`config.mk`:
```
export PLATFORM = sky130hd
export DESIGN_NAME = nesc_escrow_port
export DESIGN_NICKNAME = d
export VERILOG_FILES = /design/src/rtl/nesc_pkg.sv /design/src/rtl/nesc_escrow_port.sv
export SDC_FILE = /design/constraint.sdc
export NUM_CORES = 1
export LEC_CHECK = 0
export BUFFER_PORTS_ARGS = -buffer_cell sky130_fd_sc_hd__buf_4
export CORE_UTILIZATION = 40
export DETAILED_ROUTE_END_ITERATION = 10
export GPL_TIMING_DRIVEN = 0
export PLACE_DENSITY = 0.63
export SLEW_MARGIN = 20
export SYNTH_ARGS = -nofsm -noshare
export SYNTH_HDL_FRONTEND = slang
export SYNTH_SLANG_ARGS = --single-unit
export TNS_END_PERCENT = 5
```
`constraint.sdc`:
```
create_clock -name core_clk -period 3.2 [get_ports core_clk]
set_input_delay 0.16 -clock core_clk [delete_from_list [all_inputs] [get_ports core_clk]]
set_output_delay 0.16 -clock core_clk [all_outputs]
set_load 0.01 [all_outputs]
```
`src/rtl/nesc_pkg.sv`:
```
// shared constants and carrier types for the note escrow handshake
package nesc_pkg;
  localparam int CLK_HZ        = 250_000_000;
  localparam int TICK_US       = 1000;
  localparam int TICK_CYCLES   = CLK_HZ / 1_000_000 * TICK_US;
  localparam int PULSE_MS      = 100;
  localparam int ESCROW_S      = 30;
  localparam int OOS_S         = 45;
  localparam int POWERUP_S     = 6;
  localparam int REIDLE_S      = 1;
  localparam int PULSE_TICKS   = PULSE_MS;
  localparam int ESCROW_TICKS  = ESCROW_S * 1000;
  localparam int OOS_TICKS     = OOS_S * 1000;
  localparam int POWERUP_TICKS = POWERUP_S * 1000;
  localparam int REIDLE_TICKS  = REIDLE_S * 1000;
  localparam int NCHAN         = 16;
  localparam int LOWCHAN_MAX   = 4;
  localparam logic [17:0] PRESC_RESET = 18'h0_0000;
  localparam logic [16:0] TIMER_RESET = 17'h0_0000;

  typedef enum logic [1:0] {
    NESC_MODE_SERIAL,
    NESC_MODE_PARALLEL,
    NESC_MODE_PULSE,
    NESC_MODE_BINARY
  } nesc_mode_t;

  typedef enum {
    NESC_IDLE,
    NESC_VALIDATE,
    NESC_PULSE1,
    NESC_ESCROW,
    NESC_STACK,
    NESC_PULSE2,
    NESC_VEND,
    NESC_RETURN,
    NESC_OOS
  } nesc_state_t;

  // events from the note transport and validator core
  typedef struct packed {
    logic       frontSense;
    logic       validDone;
    logic       validOk;
    logic [3:0] validChan;
    logic       stackDone;
    logic       returnDone;
    logic       notePulled;
  } nesc_mech_t;

  // commands to the note transport
  typedef struct packed {
    logic stackCmd;
    logic returnCmd;
    logic lowPower;
  } nesc_cmd_t;

  typedef struct packed {
    nesc_state_t        state;
    logic [17:0]        presc;
    logic               tick;
    logic [16:0]        timer;
    logic [16:0]        idleTimer;
    logic               lowPower;
    logic [3:0]         chan;
    logic               escReqPrev;
    logic [NCHAN-1:0]   inhPrev;
    logic               busyN;
    logic               vendN;
    logic [NCHAN-1:0]   chanPulse;
    logic               stackCmd;
    logic               returnCmd;
    logic               outOfService;
  } nesc_regs_t;
endpackage

```
`src/rtl/nesc_escrow_port.sv`:
```
// escrow handshake, credit pulses and low power control of the host port
`timescale 1ns/1ns
`default_nettype none
// Contract
// - escrow only in parallel, pulse, binary modes
// - 100 ms channel pulse on escrow entry
// - escrow line rise claims; 30 s return
// - after claim stack, then second pulse
// - inhibit before timeout returns note immediately
// - all inhibits high reject channels above 4
// - note pulled in escrow: 45 s out
// - low power only in non-serial modes
// - low power 6 s after power-up
// - low power 1 s after busy rises
// - idle: busy high, held until note
// - front sensor wakes, busy low throughout
// - vend low for credit, then busy high
module nesc_escrow_port
  import nesc_pkg::*;
(
  input  wire logic             core_clk,
  input  wire logic             reset_n,
  input  wire nesc_mode_t       hostMode,
  input  wire logic             escrowReq,
  input  wire logic [NCHAN-1:0] inhibit,
  input  wire nesc_mech_t       mech,
  output nesc_cmd_t             cmd,
  output logic [NCHAN-1:0]      chanPulse,
  output logic                  busyN,
  output logic                  vendN,
  output logic                  outOfService
);

  nesc_regs_t r;
  nesc_regs_t next_r;

  logic escrowMode;
  logic escRise;
  logic inhRise;
  logic allInh;
  logic chanInh;

  assign escrowMode = (hostMode != NESC_MODE_SERIAL);

  ////////////////////////////////////////////////////////////////////////////
  always_comb begin
    next_r = r;
    escRise = escrowReq & ~r.escReqPrev;
    allInh  = &inhibit;
    chanInh = inhibit[r.chan];
    inhRise = (chanInh & ~r.inhPrev[r.chan]) | (allInh & (r.chan > 4'(LOWCHAN_MAX)));
    next_r.escReqPrev = escrowReq;
    next_r.inhPrev    = inhibit;
    next_r.stackCmd   = 1'b0;
    next_r.returnCmd  = 1'b0;

    // shared millisecond tick
    next_r.tick = 1'b0;
    if (r.presc == 18'(TICK_CYCLES - 1)) begin
      next_r.presc = PRESC_RESET;
      next_r.tick  = 1'b1;
    end else begin
      next_r.presc = r.presc + 18'h0_0001;
    end
    if (r.tick && r.timer != TIMER_RESET) begin
      next_r.timer = r.timer - 17'h0_0001;
    end

    // low power entry while idle and busy high
    if (r.state == NESC_IDLE && !r.outOfService) begin
      if (r.tick && r.idleTimer != TIMER_RESET) begin
        next_r.idleTimer = r.idleTimer - 17'h0_0001;
      end
      if (r.idleTimer == TIMER_RESET && escrowMode) begin
        next_r.lowPower = 1'b1;
      end
    end

    case (r.state)
      NESC_IDLE: begin
        next_r.busyN = 1'b1;
        next_r.chanPulse = '0;
        if (mech.frontSense) begin
          next_r.lowPower = 1'b0;
          next_r.busyN    = 1'b0;
          next_r.state    = NESC_VALIDATE;
        end
      end
      NESC_VALIDATE: begin
        if (mech.validDone) begin
          next_r.chan = mech.validChan;
          if (!mech.validOk || inhibit[mech.validChan]
              || (allInh && mech.validChan > 4'(LOWCHAN_MAX))) begin
            next_r.returnCmd = 1'b1;
            next_r.state     = NESC_RETURN;
          end else if (escrowMode) begin
            next_r.chanPulse[mech.validChan] = 1'b1;
            next_r.timer = 17'(PULSE_TICKS);
            next_r.state = NESC_PULSE1;
          end else begin
            next_r.stackCmd = 1'b1;
            next_r.state    = NESC_STACK;
          end
        end
      end
      NESC_PULSE1: begin
        if (r.timer == TIMER_RESET) begin
          next_r.chanPulse = '0;
          next_r.timer     = 17'(ESCROW_TICKS);
          next_r.state     = NESC_ESCROW;
        end
      end
      NESC_ESCROW: begin
        if (mech.notePulled) begin
          next_r.timer        = 17'(OOS_TICKS);
          next_r.outOfService = 1'b1;
          next_r.state        = NESC_OOS;
        end else if (inhRise) begin
          next_r.returnCmd = 1'b1;
          next_r.state     = NESC_RETURN;
        end else if (escRise) begin
          next_r.stackCmd = 1'b1;
          next_r.state    = NESC_STACK;
        end else if (r.timer == TIMER_RESET) begin
          next_r.returnCmd = 1'b1;
          next_r.state     = NESC_RETURN;
        end
      end
      NESC_STACK: begin
        if (mech.stackDone && escrowMode) begin
          next_r.chanPulse[r.chan] = 1'b1;
          next_r.timer = 17'(PULSE_TICKS);
          next_r.vendN = 1'b0;
          next_r.state = NESC_PULSE2;
        end else if (mech.stackDone) begin
          // serial: no credit pulse, vend for one cycle
          next_r.vendN = 1'b0;
          next_r.state = NESC_VEND;
        end
      end
      NESC_PULSE2: begin
        if (r.timer == TIMER_RESET) begin
          next_r.chanPulse = '0;
          next_r.state     = NESC_VEND;
        end
      end
      NESC_VEND: begin
        next_r.vendN     = 1'b1;
        next_r.busyN     = 1'b1;
        next_r.idleTimer = 17'(REIDLE_TICKS);
        next_r.state     = NESC_IDLE;
      end
      NESC_RETURN: begin
        if (mech.returnDone) begin
          next_r.busyN     = 1'b1;
          next_r.idleTimer = 17'(REIDLE_TICKS);
          next_r.state     = NESC_IDLE;
        end
      end
      NESC_OOS: begin
        if (r.timer == TIMER_RESET) begin
          next_r.outOfService = 1'b0;
          next_r.busyN        = 1'b1;
          next_r.idleTimer    = 17'(REIDLE_TICKS);
          next_r.state        = NESC_IDLE;
        end
      end
      default: begin
        next_r.state = NESC_IDLE;
      end
    endcase
  end

  ////////////////////////////////////////////////////////////////////////////
  always_ff @(posedge core_clk) begin
    if (!reset_n) begin
      r.state        <= NESC_IDLE;
      r.presc        <= PRESC_RESET;
      r.tick         <= 1'b0;
      r.timer        <= TIMER_RESET;
      r.idleTimer    <= 17'(POWERUP_TICKS);
      r.lowPower     <= 1'b0;
      r.chan         <= 4'h0;
      r.escReqPrev   <= 1'b0;
      r.inhPrev      <= '0;
      r.busyN        <= 1'b1;
      r.vendN        <= 1'b1;
      r.chanPulse    <= '0;
      r.stackCmd     <= 1'b0;
      r.returnCmd    <= 1'b0;
      r.outOfService <= 1'b0;
    end else begin
      r <= next_r;
    end
  end

  assign cmd.stackCmd  = r.stackCmd;
  assign cmd.returnCmd = r.returnCmd;
  assign cmd.lowPower  = r.lowPower;
  assign chanPulse     = r.chanPulse;
  assign busyN         = r.busyN;
  assign vendN         = r.vendN;
  assign outOfService  = r.outOfService;

endmodule
`default_nettype wire

```
Word level (Yosys, flattened, before mapping). Cells that the tools add are included.

Flip-flop bits (word level): 128. Logic and storage cells: 154. Output and inout port bits: 22. Input port bits: 31.

$add $sub $neg: 3. Bitwise gates (word level): 9. Equal/unequal tests: 22. Reductions and logical operators: 32. Multiplexer cells: 67. Magnitude comparators: 6.

Operator list (count): 32-bit two-way mux (13); 32-bit one-hot mux with 8 select lines (1); 17-bit two-way mux (11); 32-bit by 3-bit equality test with 1-bit output, second input constant (4); 17-bit one-hot mux with 4 select lines (1); 32-bit by 2-bit equality test with 1-bit output, second input constant (2); 32-bit logical NOT (2); 16-bit one-hot mux with 4 select lines (1); 17-bit one-hot mux with 3 select lines (1); 16-bit two-way mux (3); 18-bit two-way mux (2); 17-bit logical NOT (2); 17-bit nonzero test (2); 17-bit by 1-bit subtractor with 17-bit output, second input constant (2); 32-bit by 1-bit equality test with 1-bit output, second input constant (1); 32-bit by 4-bit equality test with 1-bit output, second input constant (1); 16-bit OR (2); 1-bit two-way mux (23); 2-bit inequality test, second input constant (10); 18-bit by 1-bit adder with 18-bit output, second input constant (1); 18-bit equality test, second input constant (1); 16-bit AND reduction (1); 1-bit binary-select mux with 4-bit select (3); 4-bit by 5-bit less-than comparator with 1-bit output, second input constant (2); other kinds (24) (47).

Depth between registers and ports, before layout. Gate-level depths: netlist of the first run.

Word-level depth: 9. Gate-level depth with buffers: 9. Depth with buffers taken out: 8.

Least setup slack after synthesis of the first run. OpenSTA, ideal clock, no wires.

Kind: register to register. Start point: reg r[70] (netlist bit). End point: reg r[98] (netlist bit). Clock period less this slack: 2.461 ns. Path buffers: 0. Cell stages (with the launch flop): 7. Library setup time: 0.122 ns. Arrival: 2.339 ns. Path slack: 0.739 ns. Required time: 3.078 ns. Cell sequence: dfxtp_1 or4_1 nand4b_2 o21ai_0 nand4_1 a21o_1 a311o_1.

Longest elaborated chain between the ends: 3. Elaborated cells on any way between the ends: 6. Those cells by class: eq/ne (4); reduce/logical (2).

Ends and longest elaborated chain: start, declared (line nesc_escrow_port.sv:34) `nesc_regs_t r;`; start signal, assigned (line nesc_escrow_port.sv:193) `r <= next_r;`; 17-bit logical NOT (*); 5-bit inequality test (no line) / 2-bit inequality test (equally long branches); 8-bit AND reduction (no line) (*).

Every way passes the cells marked *; elsewhere a longest branch is shown, timed or not. A chain may end at the register's enable or synchronous reset.

Worst setup path after layout of the first run.
Start point: reg r[66] (netlist bit). End point: reg r[98] (netlist bit).

The elaborated chain is that of the path after synthesis.

==> metrics.txt, run 1 <==
status finished, final reports clean; CP Buf/Inv Count 0; Pleak 2.28 nW; max frequency 345 MHz; distinct cell type count after synthesis 72; Starting Density 41.7%; Starting DRT DRC Count 407; commonest non-fill, non-tap cell in the layout dfxtp_1; DP Wirelength 10,100 um; n_diodes 0; pwr dens 621 nW/um2; Final min period 2.90 ns; delay-heaviest family, CP simple AND/OR/NAND/NOR gates; Die Wd 118 um; Mapped Nets 659; worst endpoint data arrival time 3.14 ns; CTS H-Tree Depth 3; Peak VDD IR 345 uV; Post-synth EDFFs 0; Final ANT Viol Nets 0; I/O pin count 53; Final nets 720; Int Power 2.45 mW; Critical Path Sink Type flip-flop; routed len/inst 15.8 um; CP peak stage delay 0.65 ns; Logic pwr share 33.7%; DRT Pass-1 Iters 5; worst-path fanout max 10; via count 4,877; register area share after synthesis 37.3%; Required @ worst endpoint 3.45 ns; root buffer cell clkbuf_16; CTS Hold Bufs 0; Seq pwr share 37.2%; TritonCTS clock tree done; area added between synthesis and finish 16.7%; fin crit share 90.5%; Port Buffer Count 50; GRT Residual Overflow 0; Max stage delay cell, worst path nor4_1; Final Max Slew Viols 0; Max Root-Sink Buffers 2; #FFs+latches synth 100; Setup Viol. Count Final 0; DIE AREA 13,900 um2; Total GRT Usage 20.2%; normalized max-slew margin 38.0%; worst-path cell chain nor4_1, nand4b_2, o21ai_1, nand4_1, a21o_1, a311o_1; routability cong. 0.922; initial antenna violation count 0; CP Class reg2reg; Fin Setup TNS 0 ns; Synth Flop Type dfxtp_1; clk sink count 100; CTS buffer count 9; clock power share 29.1%; share of cells above drive strength 1 17.2%; drt drc 0; Net Sw Power 1.44 mW; pin count of the biggest net entering global routing 19; FFs w/ async S/R, synth 0%; Routed WL 13,700 um; HP Class in2reg; Layout Utilization 48.7%; Via-to-Cell Ratio 5.66; Final Skew 0.00681 ns; Tot Pwr 3.90 mW; Clock transition at path regs 0.07 ns; Least-Margin Pin Slew 0.922 ns; syn_area_per_cell 8.61 um2; vias in the first global route 4,741; worst skew pair latency 0.35 ns; RSZ-0062 raised after global routing false; max cap viols 0; Final Hold Fails 0; Syn Inst Count 624; FP Rows 41; commonest non-fill, non-tap cells in the layout dfxtp_1 (100), nor2_1 (74), buf_4 (70); Core ar. 12,900 um2; cell area after synthesis 5370 um2; Sw Share 37.1%; die height 118 um; first-pass GRT wire length 22,800 um; synth warn 0; Startpoint Class flip-flop
[flip-flops by register name, indices dropped and copies added, names as in the netlist]
register / count
r: 78
chanPulse: 16
cmd: 3
busyN: 1
outOfService: 1
vendN: 1
[stage by stage]
step           cell area, um2  std cells  hold WS (ns)  setup WS, ns
2_1_floorplan            5370        624         0.272         0.739
3_3_place_gp             5960        846         0.372         0.133
3_5_place_dp             5960        846         0.377         0.167
4_1_cts                  6270        862       0.00551         0.175
5_1_grt                  6270        862        0.0125        0.0636
6_report                 6270        862        0.0131         0.304
[final cells by class]
class | instances | area [um2]
fillers | 1249 | 6610
multi-input cells | 464 | 3000
flip-flops and latches | 100 | 2000
repair buffers | 50 | 375
plain buffers | 46 | 318
clock buffers | 9 | 225
well taps | 172 | 215
clock inverters | 7 | 83.8
inverters | 14 | 52.6
[worst paths after layout]
kind	to	cells past startpoint	startpoint	slack, ns
worst min register to register	r[59]$_SDFF_PN0_	1	r[59]$_SDFF_PN0_	0.45
worst max register to register	r[98]$_SDFFE_PN0P_	6	r[66]$_SDFF_PN0_	0.30
worst max-delay path	r[98]$_SDFFE_PN0P_	6	r[66]$_SDFF_PN0_	0.30
worst min-delay path	r[37]$_SDFF_PN0_	2	escrowReq	0.01
[power by group through the flow]
| stage | Combinational (mW) | Clock (mW) | Sequential [mW] |
|---|---|---|---|
| 3_5_place_dp | 1.28 | 0 | 1.48 |
| 6_report | 1.31 | 1.13 | 1.45 |
| 5_1_grt | 1.44 | 1.21 | 1.46 |
| 3_3_place_gp | 1.25 | 0 | 1.47 |
| 4_1_cts | 1.28 | 1.16 | 1.45 |
| 2_1_floorplan | 0.926 | 0 | 1.46 |
[worst reg2reg max path: stages (launching register included)]
cell and delay [ns]:
dfxtp_1 0.37, nor4_1 0.65, nand4b_2 0.37, o21ai_1 0.44, nand4_1 0.33, a21o_1 0.29, a311o_1 0.35
[per-layer routing]
metal,track usage (%),wire length [um]
met3,5.43,830
met1,26.6,6400
met4,6.73,195
met5,0,0
met2,31.8,6230
[cell usage after synthesis (all sizes together) (3+ instances only)]
library cell / n / area share (%)
nor2: 74 / 5.2
a22o: 7 / 1.1
and3: 5 / 0.58
a211oi: 4 / 0.65
nand3: 31 / 2.9
o21ai: 32 / 3.0
a21oi: 44 / 4.1
inv: 13 / 0.91
or2: 3 / 0.35
or3: 6 / 0.79
o22ai: 7 / 0.93
a221oi: 5 / 0.82
o211ai: 5 / 0.79
mux4: 13 / 5.7
nand4: 14 / 1.6
or4: 4 / 0.56
a22oi: 3 / 0.51
buf: 24 / 3.3
nand3b: 3 / 0.42
ha: 4 / 0.93
a31oi: 12 / 1.5
xnor2: 18 / 2.9
and2: 23 / 2.7
xor2: 22 / 3.6
nor3: 10 / 0.93
nor4b: 3 / 0.61
dfxtp: 100 / 37
nand2b: 9 / 1.0
nand2: 47 / 3.3
nor2b: 12 / 1.4
clkbuf: 21 / 2.5
nor4: 13 / 1.5
[logic make-up after synthesis]
family | count (synthesis) | synth area share, %
AOI/OAI and AO/OA | 142 | 17.4
DFF | 100 | 37.3
xor gates and xnor gates | 40 | 6.52
buffers and inverters | 60 | 6.89
adders and majority gates | 4 | 0.932
and+or+nand+nor | 265 | 25.3
muxes | 13 | 5.66
[timing repair]
item	in CTS	in global routing
hold endpoints to repair	0	0
buffers inserted	0	0
endpoints found under the setup margin	0	18
resized for setup	0	1
Power figures use the tool's default switching activity.
==> inputs of run 2 (changes only) <==
--- a/config.mk
+++ b/config.mk
@@ -6,6 +6,7 @@
 export NUM_CORES = 1
 export LEC_CHECK = 0
 export BUFFER_PORTS_ARGS = -buffer_cell sky130_fd_sc_hd__buf_4
+export CORE_MARGIN = 4
 export CORE_UTILIZATION = 40
 export DETAILED_ROUTE_END_ITERATION = 10
 export GPL_TIMING_DRIVEN = 0
==> metrics.txt, run 2 (synthesis gave the netlist of run 1 again) <==
DRT Pass-1 Iters 5 (unchanged); r2r setup slk 0.32 ns (was 0.30 ns); drt drc 0 (unchanged); reg-to-reg endpoint r[67]$_SDFF_PN0_ (was r[98]$_SDFFE_PN0P_); fin crit share 89.9% (was 90.5%); initial antenna violation count 0 (unchanged); Hold Crit Depth 2 (unchanged); Final min period 2.88 ns (was 2.90 ns); CTS H-Tree Depth 3 (unchanged); CTS buffer count 9 (unchanged); R2R Path Start r[70]$_SDFF_PN0_ (was r[66]$_SDFF_PN0_); DP Wirelength 10,200 um (was 10,100 um); Most flops, register r (unchanged); Required @ worst endpoint 3.40 ns (was 3.45 ns); CTS Hold Bufs 0 (unchanged); Final Max Slew Viols 0 (unchanged); Tot Pwr 3.77 mW (was 3.90 mW); die height 124 um (was 118 um); Pleak 2.26 nW (was 2.28 nW); Max Root-Sink Buffers 2 (unchanged); FP Rows 42 (was 41); worst r2r path cells 6 (unchanged); worst-path fanout max 10 (unchanged); CP Class reg2reg (unchanged); Resize count post-CTS 0 (unchanged); routed len/inst 15.9 um (was 15.8 um); pwr dens 603 nW/um2 (was 621 nW/um2); Critical Path Sink Type flip-flop (unchanged); clk sink count 100 (unchanged); Via-to-Cell Ratio 5.59 (was 5.66); Routed WL 13,800 um (was 13,700 um); Post-DP Area 5970 um2 (was 5960 um2); Final nets 720 (unchanged); Starting DRT DRC Count 440 (was 407); worst endpoint data arrival time 3.08 ns (was 3.14 ns); commonest non-fill, non-tap cells in the layout dfxtp_1 (100), nor2_1 (74), buf_4 (70) (unchanged); max frequency 348 MHz (was 345 MHz); Layout Utilization 47.3% (was 48.7%); Setup Viol. Count Final 0 (unchanged); Final Hold Fails 0 (unchanged); Port Buffer Count 50 (unchanged); vias in the first global route 4,544 (was 4,741); n_diodes 0 (unchanged); Clock transition at path regs 0.07 ns (about the same); routability cong. 0.910 (was 0.922); status finished, final reports clean (unchanged); final non-filler cell area 6240 um2 (was 6270 um2); GRT Residual Overflow 0 (unchanged); Core ar. 13,200 um2 (was 12,900 um2); Least-Margin Pin Slew 0.967 ns (was 0.922 ns); Starting Density 40.7% (was 41.7%); pin count of the biggest net entering global routing 17 (was 19); RSZ-0062 raised after global routing false (unchanged); Hold EP r[25]$_SDFF_PN0_ (was r[37]$_SDFF_PN0_); HP Start inhibit[4] (was escrowReq); HP Class in2reg (unchanged); Final Skew 0.00867 ns (was 0.00681 ns); Fin Setup TNS 0 ns (unchanged); Total GRT Usage 18.5% (was 20.2%); DIE AREA 15,300 um2 (was 13,900 um2); Die Wd 124 um (was 118 um); I/O pin count 53 (unchanged); root buffer cell clkbuf_16 (unchanged); area added between synthesis and finish 16.3% (was 16.7%); Peak VDD IR 286 uV (was 345 uV); TritonCTS clock tree done (unchanged); commonest non-fill, non-tap cell in the layout dfxtp_1 (unchanged); Final ANT Viol Nets 0 (unchanged); share of cells above drive strength 1 17.2% (unchanged); via count 4,838 (was 4,877); normalized max-slew margin 34.9% (was 38.0%); max cap viols 0 (unchanged); first-pass GRT wire length 22,700 um (was 22,800 um); max reg flops 78 (unchanged); Post-CTS Setup Bufs 0 (unchanged); worst skew pair latency 0.35 ns (about the same); Startpoint Class flip-flop (unchanged)
==> run 2: cell type report <==
| cell class | instances | area, um2 |
|---|---|---|
| clock buffers | 10 | 239 |
| fillers | 1286 | 6950 |
| repair buffers | 50 | 375 |
| flip-flops and latches | 100 | 2000 |
| multi-input cells | 464 | 3000 |
| inverters | 14 | 52.6 |
| clock inverters | 6 | 38.8 |
| plain buffers | 46 | 318 |
| well taps | 176 | 220 |
==> run 2: worst max-delay path: stages (launching register included) <==
cell,delay (ns)
dfxtp_1,0.35
or4_1,0.59
nand4b_2,0.38
or2_2,0.43
and3_1,0.19
o31ai_1,0.70
a21oi_1,0.08
==> run 2: power breakdown <==
group	switching, mW	leakage (nW)	total, mW	internal (mW)
Combinational	0.813	1.32	1.29	0.480
Clock	0.478	0.135	1.03	0.547
Sequential	0.0951	0.814	1.45	1.35
==> run 2: per-stage QoR <==
stage               hold slack [ns]  setup WS [ns]  cells
CTS                          0.0209          0.233    866
floorplan                     0.272          0.739    624
global placement              0.395          0.184    850
finish                       0.0287          0.323    866
global route                 0.0263          0.121    866
detailed placement            0.389          0.140    850
==> run 2: metal layers <==
metal / wire, um / vias up / global-route usage [%]
li1: - / 2371 / -
met1: 6210 / 2318 / 24.7
met2: 6550 / 124 / 29.2
met3: 699 / 25 / 4.13
met4: 298 / 0 / 6.92
met5: 0 / - / 0
==> run 2: worst max-delay path by stage <==
stage                                            to  cells past startpoint              from
after floorplan                  r[98]$_SDFFE_PN0P_                      6  r[70]$_SDFF_PN0_
after global placement             r[71]$_SDFF_PN0_                      7           mech[3]
after detailed placement           r[69]$_SDFF_PN0_                      7           mech[3]
after CTS                 chanPulse[3]$_SDFFE_PN0P_                      7  r[70]$_SDFF_PN0_
after global routing               r[67]$_SDFF_PN0_                      6  r[66]$_SDFF_PN0_
final                              r[67]$_SDFF_PN0_                      6  r[70]$_SDFF_PN0_
==> inputs of run 3 (changes only) <==
--- a/config.mk
+++ b/config.mk
@@ -6,11 +6,14 @@
 export NUM_CORES = 1
 export LEC_CHECK = 0
 export BUFFER_PORTS_ARGS = -buffer_cell sky130_fd_sc_hd__buf_4
+export CELL_PAD_IN_SITES_DETAIL_PLACEMENT = 1
+export CELL_PAD_IN_SITES_GLOBAL_PLACEMENT = 1
 export CORE_MARGIN = 4
 export CORE_UTILIZATION = 40
 export DETAILED_ROUTE_END_ITERATION = 10
 export GPL_TIMING_DRIVEN = 0
-export PLACE_DENSITY = 0.63
+export HOLD_SLACK_MARGIN = 0.15
+export PLACE_DENSITY = 0.77
 export SLEW_MARGIN = 20
 export SYNTH_ARGS = -nofsm -noshare
 export SYNTH_HDL_FRONTEND = slang
==> metrics.txt, run 3 (synthesis gave the netlist of run 1 again) <==
n_diodes 0 (unchanged); root buffer cell clkbuf_16 (unchanged); Starting Density 40.7% (unchanged); first-pass GRT wire length 27,400 um (was 22,700 um); via count 5,135 (was 4,838); Sw Share 36.8% (about the same); status finished, final reports clean (unchanged); Required @ worst endpoint 3.42 ns (was 3.40 ns); CP Class in2reg (was reg2reg); commonest non-fill, non-tap cell in the layout dfxtp_1 (unchanged); Setup Viol. Count Final 0 (unchanged); Via-to-Cell Ratio 5.80 (was 5.59); Pleak 2.37 nW (was 2.26 nW); Least-Margin Pin Slew 0.960 ns (was 0.967 ns); TritonCTS clock tree done (unchanged); FP Rows 42 (unchanged); fin crit share 93.9% (was 89.9%); Port Buffer Count 50 (unchanged); share of cells above drive strength 1 16.8% (was 17.2%); die height 124 um (unchanged); CP Buf/Inv Count 2 (was 0); normalized max-slew margin 35.4% (was 34.9%); clk sink count 100 (unchanged); Net Sw Power 1.46 mW (was 1.39 mW); Final min period 3.00 ns (was 2.88 ns); I/O pin count 53 (unchanged); max frequency 333 MHz (was 348 MHz); Most flops, register r (unchanged); worst skew pair latency 0.36 ns (was 0.35 ns); Fin Setup TNS 0 ns (unchanged); vias in the first global route 5,335 (was 4,544); Final Max Slew Viols 0 (unchanged); Max Root-Sink Buffers 2 (unchanged); Final ANT Viol Nets 0 (unchanged); worst-path fanout max 7 (was 10); Critical Path Sink Type flip-flop (unchanged); max reg flops 78 (unchanged); area of the multi-input gates 3000 um2 (about the same); clock power share 29.0% (was 27.2%); area added between synthesis and finish 20.7% (was 16.3%); DIE AREA 15,300 um2 (unchanged); RSZ-0062 raised after global routing false (unchanged); Final nets 740 (was 720); worst hold slack 0.245 ns (was 0.0287 ns); CTS buffer count 9 (unchanged); DRT Pass-1 Iters 5 (unchanged); GRT Residual Overflow 0 (unchanged); worst-path cell chain dlygate4sd3_1, buf_4, mux4_2, mux4_2, a211oi_2, a22oi_2, o31ai_2, a21oi_1 (was or4_1, nand4b_2, or2_2, and3_1, o31ai_1, a21oi_1); Sequential Area 2000 um2 (unchanged); Clock transition at path regs 0.07 ns (about the same); Routed WL 16,700 um (was 13,800 um); pwr dens 612 nW/um2 (was 603 nW/um2); Total GRT Usage 22.9% (was 18.5%); Seq pwr share 36.7% (was 38.5%); Core ar. 13,200 um2 (unchanged); drt drc 0 (unchanged); Fill cells 1,593 (was 1,286); CTS H-Tree Depth 3 (unchanged); Starting DRT DRC Count 310 (was 440); Final Hold Fails 0 (unchanged); commonest non-fill, non-tap cells in the layout dfxtp_1 (100), nor2_1 (74), buf_4 (70) (unchanged); HP Class in2reg (unchanged); Startpoint Class input pin (was flip-flop); routability cong. 0.889 (was 0.910); max cap viols 0 (unchanged); delay-heaviest family, CP compound AO/OA/AOI/OAI gates (was simple AND/OR/NAND/NOR gates); DP Wirelength 12,000 um (was 10,200 um); Die Wd 124 um (unchanged); initial antenna violation count 0 (unchanged); CP peak stage delay 0.58 ns (was 0.70 ns); Max stage delay cell, worst path o31ai_2 (was o31ai_1); worst endpoint data arrival time 3.22 ns (was 3.08 ns); Logic pwr share 34.3% (about the same); routed len/inst 18.9 um (was 15.9 um); Peak VDD IR 301 uV (was 286 uV); Final Skew 0.00602 ns (was 0.00867 ns); Int Power 2.51 mW (was 2.38 mW); Most common cell on crit path mux4_2; pin count of the biggest net entering global routing 17 (unchanged)
==> run 3: layer usage <==
metal  wire, um  global-route usage [%]
met5          0                       0
met4        344                    6.44
met3        829                    5.50
met2       8310                    39.1
met1       7250                    28.8
==> run 3: path summary, 6_finish.rpt <==
kind	startpoint	endpoint	slack, ns	cells after the start
min	mech[8]	r[40]$_SDFFE_PN0P_	0.25	4
max	inhibit[2]	r[69]$_SDFF_PN0_	0.20	8
max reg2reg	r[70]$_SDFF_PN0_	chanPulse[15]$_SDFFE_PN0P_	0.33	6
min reg2reg	r[59]$_SDFF_PN0_	r[59]$_SDFF_PN0_	0.45	1
==> run 3: power by group through the flow <==
stage	Clock [mW]	Combinational, mW	Sequential, mW
2_1_floorplan	0	0.926	1.46
3_3_place_gp	0	1.27	1.47
3_5_place_dp	0	1.31	1.48
4_1_cts	1.18	1.34	1.45
5_1_grt	1.23	1.50	1.47
6_report	1.15	1.36	1.46
==> run 3: metrics by stage <==
| step | instance area (um2) | worst slack, ns | util [%] | instances | total power [mW] |
|---|---|---|---|---|---|
| floorplan | 5370 | 0.739 | - | 624 | 2.38 |
| global placement | 5970 | 0.134 | 45.2 | 850 | 2.74 |
| detailed placement | 5970 | 0.0493 | 45.2 | 850 | 2.79 |
| CTS | 6480 | 0.000509 | 49.1 | 886 | 3.97 |
| global route | 6480 | 0.0341 | 49.2 | 886 | 4.20 |
| finish | 6480 | 0.195 | 49.2 | 886 | 3.97 |
==> run 3: cell type report <==
cell class	count	area share, %
plain buffers	46	4.90
flip-flops and latches	100	30.9
inverters	14	0.810
clock buffers	12	3.96
well taps	176	3.40
clock inverters	4	0.868
repair buffers	70	8.88
multi-input cells	464	46.3
==> run 3: worst reg2reg max path, stage by stage, from the launching register on <==
cell and delay, ns:
dfxtp_1 0.35, or4_1 0.59, nand4b_2 0.39, o21ai_1 0.47, o211ai_2 0.30, nor2_1 0.50
a22o_1 0.22
==> run 3: timing repair <==
action	CTS	global route
setup buffers	0	0
hold buffers	20	0
gates resized for setup	0	2
setup endpoints to repair	0	20
endpoints found under the hold margin	20	0
